### src/quad_rail_pkg.sv
// package: constants and types for the four-rail sequencer core
package quad_rail_pkg;
   // ==========================================================
   // timing
   localparam int unsigned CLK_MHZ = 200;
   localparam int unsigned QUAL_LONG_MS = 190;
   localparam int unsigned QUAL_SHORT_US = 30;
   localparam int unsigned QUAL_LONG_CYC = QUAL_LONG_MS * 1000 * CLK_MHZ;
   localparam int unsigned QUAL_SHORT_CYC = QUAL_SHORT_US * CLK_MHZ;
   localparam int unsigned CNT_W = 26;
   localparam logic [CNT_W-1:0] CNT_RESET = 26'h0;

   // ==========================================================
   // states
   typedef enum logic [2:0] {
      st_reset = 3'h0,
      st_first_on = 3'h1,
      st_two_on = 3'h2,
      st_three_on = 3'h3,
      st_all_good = 3'h4
   } seq_state_t;

   typedef struct packed {
      logic primary_rail_sense;
      logic second_rail_sense;
      logic third_rail_sense;
      logic final_rail_sense;
   } sense_t;

   typedef struct packed {
      logic first_regulator_enable;
      logic second_regulator_enable;
      logic third_regulator_enable;
      logic power_good;
   } outs_t;

   localparam outs_t OUTS_RESET = 4'h0;

   typedef struct packed {
      sense_t sync1;
      sense_t sync2;
      seq_state_t state;
      logic [CNT_W-1:0] cnt;
      outs_t outs;
   } core_state_t;
endpackage

### src/quad_rail_sequencer_core.sv
// module: four-rail supply sequencing state machine
module quad_rail_sequencer_core
   import quad_rail_pkg::*;
#(
   // qualification counts in clock cycles, shortened only for simulation
   parameter int unsigned LONG_CYC = QUAL_LONG_CYC,
   parameter int unsigned SHORT_CYC = QUAL_SHORT_CYC
)
(
   input wire logic ref_clk_in,
   input wire logic srst_in,
   input wire sense_t rail_sense_in,
   output logic first_regulator_enable_out,
   output logic second_regulator_enable_out,
   output logic third_regulator_enable_out,
   output logic power_good_out
);

   core_state_t cur_q;
   core_state_t cur_d;
   sense_t s;
   logic need_ok;
   logic [CNT_W-1:0] need_cyc;

   assign s = cur_q.sync2;

   // ==========================================================
   // next state
   always_comb
   begin
      cur_d = cur_q;
      cur_d.sync1 = rail_sense_in;
      cur_d.sync2 = cur_q.sync1;
      need_ok = 1'b0;
      need_cyc = CNT_W'(SHORT_CYC);
      case (cur_q.state)
         st_reset:
         begin
            need_ok = s.primary_rail_sense;
            need_cyc = CNT_W'(LONG_CYC);
         end
         st_first_on:
            need_ok = s.primary_rail_sense && s.second_rail_sense;
         st_two_on:
            need_ok = s.primary_rail_sense && s.second_rail_sense && s.third_rail_sense;
         st_three_on:
         begin
            need_ok = &s;
            need_cyc = CNT_W'(LONG_CYC);
         end
         st_all_good:
            need_ok = !(s.second_rail_sense && s.third_rail_sense && s.final_rail_sense);
         default:
            need_ok = 1'b0;
      endcase
      if (cur_q.state == st_all_good && !s.primary_rail_sense)
      begin
         cur_d.state = st_reset;
         cur_d.cnt = CNT_RESET;
      end
      else if (!need_ok)
         cur_d.cnt = CNT_RESET;
      else if (cur_q.cnt < need_cyc - CNT_W'(1))
         cur_d.cnt = cur_q.cnt + CNT_W'(1);
      else
      begin
         cur_d.cnt = CNT_RESET;
         case (cur_q.state)
            st_reset: cur_d.state = st_first_on;
            st_first_on: cur_d.state = st_two_on;
            st_two_on: cur_d.state = st_three_on;
            st_three_on: cur_d.state = st_all_good;
            st_all_good: cur_d.state = st_three_on;
            default: cur_d.state = st_reset;
         endcase
      end
      cur_d.outs.first_regulator_enable = cur_d.state != st_reset;
      cur_d.outs.second_regulator_enable = cur_d.state inside {st_two_on, st_three_on, st_all_good};
      cur_d.outs.third_regulator_enable = cur_d.state inside {st_three_on, st_all_good};
      // power-good drops at once on any low synced rail
      cur_d.outs.power_good = cur_d.state == st_all_good && (&s);
   end

   // ==========================================================
   // registers
   always_ff @(posedge ref_clk_in)
   begin
      if (srst_in)
      begin
         cur_q.sync1 <= 4'h0;
         cur_q.sync2 <= 4'h0;
         cur_q.state <= st_reset;
         cur_q.cnt <= CNT_RESET;
         cur_q.outs <= OUTS_RESET;
      end
      else
         cur_q <= cur_d;
   end

   assign first_regulator_enable_out = cur_q.outs.first_regulator_enable;
   assign second_regulator_enable_out = cur_q.outs.second_regulator_enable;
   assign third_regulator_enable_out = cur_q.outs.third_regulator_enable;
   assign power_good_out = cur_q.outs.power_good;
endmodule // quad_rail_sequencer_core

### config.mk
export PLATFORM = sky130hd
export DESIGN_NAME = quad_rail_sequencer_core
export DESIGN_NICKNAME = d
export VERILOG_FILES = /design/src/quad_rail_pkg.sv /design/src/quad_rail_sequencer_core.sv
export SDC_FILE = /design/constraint.sdc
export NUM_CORES = 1
export LEC_CHECK = 0
export BUFFER_PORTS_ARGS = -buffer_cell sky130_fd_sc_hd__buf_2
export CAP_MARGIN = 5
export CORE_MARGIN = 3
export CORE_UTILIZATION = 43
export CTS_BUF_LIST = sky130_fd_sc_hd__clkbuf_16
export CTS_CLUSTER_SIZE = 16
export DETAILED_ROUTE_END_ITERATION = 16
export SYNTH_ARGS = -nofsm -noshare
export SYNTH_HDL_FRONTEND = slang
export SYNTH_SLANG_ARGS = --single-unit
### constraint.sdc
create_clock -name ref_clk_in -period 3.7 [get_ports ref_clk_in]
set_input_delay 0.37 -clock ref_clk_in [delete_from_list [all_inputs] [get_ports ref_clk_in]]
set_output_delay 0.37 -clock ref_clk_in [all_outputs]
set_load 0.02 [all_outputs]
* Yosys cells after proc, flatten, opt, wreduce, memory -nomap -nowiden
Index checks and enable logic that the tools add are counted.
Storage, ports and cells: flip-flop bits (word level) 41, bits in latches 0, memory bits (writable) 0, memory bits (read-only) 0, input bits 6, output and inout port bits 4, word-level logic and storage cells 50, memories kept 0
Operators by class: add/sub/neg operators 2, multiply operators 0, divide/modulo/power cells 0, magnitude comparators 1, equality and inequality tests 7, shifts and indexed selects 0, mux-type cells 8, bitwise gates (word level) 2, reduce and logical (&&, ||, !) cells 16
Operators with widths (number):
- 2-to-1 mux 26 bit | 3
- 2-to-1 mux 29 bit | 1
- adder 26 x 1 -> 26 bit (second input constant) | 1
- < comparator 26 bit | 1
- subtractor 26 x 1 -> 26 bit (second input constant) | 1
- == test 3 x 2 -> 1 bit (second input constant) | 4
- one-hot mux 3 bit (4 select lines) | 1
- == test 3 bit (second input constant) | 2
- logical AND 1 bit | 6
- 2-to-1 mux 3 bit | 2
- nonzero test 3 bit | 2
- one-hot mux 1 bit (5 select lines) | 1
- AND reduction 4 bit | 1
- OR reduction 2 bit | 2
- OR reduction 4 bit | 1
- == test 3 x 1 -> 1 bit (second input constant) | 1
- zero test 3 bit | 1
- zero test 1 bit | 2
- inverter 1 bit | 2
- nonzero test 2 bit | 1

* Logic depth before layout (Yosys ltp)
depth in word-level cells 10, gate-level depth with buffers 13, depth with buffers taken out 11

* Least setup slack after synthesis
OpenSTA, ideal clock, no wires.
path type reg2reg, start point register cur_q[30] (netlist bit), end point register cur_q, in the netlist power_good_out, setup time 0.061 ns, arrival time 2.559 ns, data required time 3.639 ns, slack 1.080 ns, cell stages (with the launch flop) 11, buffers on the path 1, clock period less this slack 2.620 ns, path through dfxtp_1 -> buf_6 -> xnor2_2 -> nand2_2 -> ha_1 -> a2111o_1 -> o211a_2 -> a2111oi_4 -> o21ai_0 -> a21boi_0 -> and4b_1
On the way: word-level cells in the longest chain between the ends 10, elaborated cells on any way between the ends 18, those cells by class 1 x add/sub; 1 x order compare; 5 x eq/ne; 6 x mux; 5 x reduce/logical
RTL lines:
- start, declared | line quad_rail_sequencer_core.sv:19 | core_state_t cur_q;
- start signal, assigned | line quad_rail_sequencer_core.sv:97 | cur_q <= cur_d;
- == test 3 x 2 -> 1 bit / zero test 3 bit (equally long branches) | line quad_rail_sequencer_core.sv:36, quad_rail_sequencer_core.sv:68
- OR reduction 2 bit (no line)
- 2-to-1 mux 26 bit | line quad_rail_sequencer_core.sv:36 | case (cur_q.state)
- subtractor 26 x 1 -> 26 bit | line quad_rail_sequencer_core.sv:63 | else if (cur_q.cnt < need_cyc - CNT_W'(1))
- < comparator 26 bit | line quad_rail_sequencer_core.sv:63
- 2-to-1 mux 3 bit | line quad_rail_sequencer_core.sv:63
- 2-to-1 mux 3 bit | line quad_rail_sequencer_core.sv:61 | else if (!need_ok)
- 2-to-1 mux 29 bit * | line quad_rail_sequencer_core.sv:56 | if (cur_q.state == st_all_good && !s.primary_rail_sense)
- == test 3 bit * | line quad_rail_sequencer_core.sv:81 | cur_d.outs.power_good = cur_d.state == st_all_good && (&s);
- logical AND 1 bit * | line quad_rail_sequencer_core.sv:81
Every way passes the cells marked *; elsewhere a longest branch is shown, timed or not. A chain may end at the register's enable or synchronous reset.

* Worst setup path in the final report
start point register cur_q[31] (netlist bit), end point register cur_q[27] (netlist bit)
On the way: word-level cells in the longest chain between the ends 7, elaborated cells on any way between the ends 14, those cells by class 1 x add/sub; 1 x order compare; 4 x eq/ne; 2 x mux; 2 x bitwise; 4 x reduce/logical
RTL lines (line):
- == test 3 x 2 -> 1 bit / zero test 3 bit (equally long branches) | quad_rail_sequencer_core.sv:36
- OR reduction 2 bit (no line)
- 2-to-1 mux 26 bit | quad_rail_sequencer_core.sv:36
- subtractor 26 x 1 -> 26 bit | quad_rail_sequencer_core.sv:63
- < comparator 26 bit | quad_rail_sequencer_core.sv:63
- inverter 1 bit (no line)
- OR reduction 4 bit (no line) *
Marked as above.

==> reports/metrics.cfg <==
[power_and_ir_drop]
p_leak_nw=0.847
p_clk_share_pct=46.0
power.density_mw_per_mm2=416
p_comb_share_pct=4.6
ir_worst_vdd_mv=0.298
swShare_pct=21.9
switching_power_uw=201
seqPwrFrac_pct=49.4
p_int_uw=717

[route]
viasPerCell=5.27
drcViolationCount=0
ant_nets=0
wl_um=3480
drt_pre_antenna_iters=4
wl_per_cell_um=12.3
vias=1492
drtIter0Drc=95

[die]
start_util_pct=44.9
die_w_um=73.9
core_area_mm2=0.00441
rows=24
die_area_mm2=0.00546
die_h_um=73.9
ioPinCount=10

[sta]
period_minus_slack_ns=3.03
fin_ws_ns=0.674
maxSlewViolCount=0
setup_viol=0
hold_violations=0
max_freq_mhz=331
tns_ns=0
worstMarginPinSlew_ns=0.551
finClkSkew_ns=0.00514
min_period_over_period_pct=81.8
slew-limit-headroom_pct=63.0
rsz0062_at_grt=no

[clock_tree]
cts_hold_buf=0
cts_buffers=5
clk_pin_slew_ns=0.06
clock_path_buffers=2
root_buffer=clkbuf_16
post_cts_buffers=0
insertion_delay_ns=0.28
cts_resized=0
clock-sinks=41
cts_tree=yes
cts-htree-levels=2

[placement]
gp_congestion=0.789
pre_cts_ws_ns=0.685
hpwl_um=2510
port-buffer-count=9
place_area_mm2=0.00206

[synthesis]
synth_top_area_share_pct=41.4
ys_seq_elements=41
async_flop_share_pct=0
synth_edf_count=0
ys_seq_area_share_pct=41.4
synth_top_cell_by_area=dfxtp_1
ys_types=50
syn_nets=231
synthCells=220
synthFlopType=dfxtp_1
synth_area_leaders=dfxtp_1, nor2_1, xor2_1
syn_area_mm2=0.00198
yosys_warnings=0
syn_area_per_cell_um2=9.00

[setup_path]
critical_path_required_ns=3.91
reg2reg_depth=10
cp_data_arrival_time_ns=3.24
path_buf_inv=1
end_kind=flop
slowest_delay_ns=0.57
critPathSlowestCell=dfxtp_1
startpoint_type=flop
crit_type=flop to flop
crit_family=compound AO/OA/AOI/OAI gates
cp_cell_sequence=xnor2_2 -> nand2_2 -> ha_1 -> a2111o_1 -> o211a_2 -> a211o_2 -> a21oi_1 -> o2111ai_2 -> buf_4 -> nor2_1
worstPathMaxFanout=18
crit_cells=10

[finish]
drive_gt1_share_pct=14.7
syn_to_final_growth_pct=11.4
fin_area_mm2=0.00221
n_fill_cell=413
mostFrequentLayoutCells=dfxtp_1, nor2_1, xor2_1, nand2_1
utilization_pct=50.0
final_common_cell=dfxtp_1
n_antenna_cell=0
final_net_count=241

[global_routing]
track_usage_pct=14.5
gr-total-overflow=0
grt_pass1_wl_um=6160
grt_start_max_net_pins=19
antenna_found_initial=0
grt_pass1_vias=1320

[job]
cap_violations=0

[min_path]
hold_path_class=input pin to flop
whs_path_depth=2

[status]
status=finished clean

## power groups by stage
stage | registers [mW] | clock network (mW) | logic, mW
global placement | 0.463 | 0 | 0.0423
finish | 0.453 | 0.423 | 0.0422
global route | 0.454 | 0.458 | 0.0470
floorplan | 0.462 | 0 | 0.0334
CTS | 0.453 | 0.438 | 0.0426
detailed placement | 0.463 | 0 | 0.0423
## kinds of logic after synthesis
kind of cell	count (synthesis)	synth area share, %
compound gates	38	16.1
xor+xnor	25	11.4
fa+ha+maj	5	3.16
buf+inv	15	3.47
flops	41	41.4
simple gates	96	24.4
## worst register-to-register path, stage by stage (launching register included)
cell	delay, ns
dfxtp_1	0.57
xnor2_2	0.21
nand2_2	0.16
ha_1	0.30
a2111o_1	0.36
o211a_2	0.15
a211o_2	0.33
a21oi_1	0.17
o2111ai_2	0.28
buf_4	0.31
nor2_1	0.12
## routing by layer
layer  wire [um]  GRT usage [%]  up-vias
met2        1480           20.6       11
met3          78           4.10        5
li1            -              -      787
met4          34           4.83        0
met1        1880           21.0      689
met5           0              0        -
## final timing paths
path,startpoint,slack [ns],end
min,rail_sense_in[0],0.30,cur_d[33]
max reg2reg,cur_q[31],0.67,cur_q[27]
max,cur_q[31],0.67,cur_q[27]
min reg2reg,cur_d[33],0.43,cur_q[33]
## metrics by stage
| stage | hold WS (ns) | std cells | power, mW |
|---|---|---|---|
| 2_1_floorplan | 0.413 | 220 | 0.495 |
| 3_3_place_gp | 0.416 | 275 | 0.505 |
| 3_5_place_dp | 0.425 | 275 | 0.505 |
| 4_1_cts | 0.293 | 283 | 0.934 |
| 5_1_grt | 0.305 | 283 | 0.959 |
| 6_report | 0.300 | 283 | 0.918 |
## flip-flops by register name, indices dropped and copies added (netlist names)
signal                       count
third_regulator_enable_out       1
power_good_out                   1
first_regulator_enable_out       1
cur_d                            4
second_regulator_enable_out      1
cur_q                           33
## cells in the mapped netlist, drive strengths merged (3+ instances only)
cell / instances
dfxtp: 41
o21ai: 8
ha: 5
buf: 4
nor2b: 10
o2111ai: 3
inv: 8
nor3: 3
or2: 3
nand4: 4
clkbuf: 3
xnor2: 10
xor2: 15
nand2: 13
nor2: 35
and4: 3
a21oi: 9
a31oi: 3
nand3: 10
and3: 7
## cell type report
class | count | area, um2 | share of cell area (%)
timing repair buffer | 10 | 52.6 | 2.38
tap | 52 | 65.1 | 2.95
clock inverter | 3 | 22.5 | 1.02
inverter | 8 | 30.0 | 1.36
multi-input combinational | 164 | 1090 | 49.4
clock buffer | 5 | 125 | 5.67
sequential | 41 | 821 | 37.2
Power figures use the tool's default switching activity.
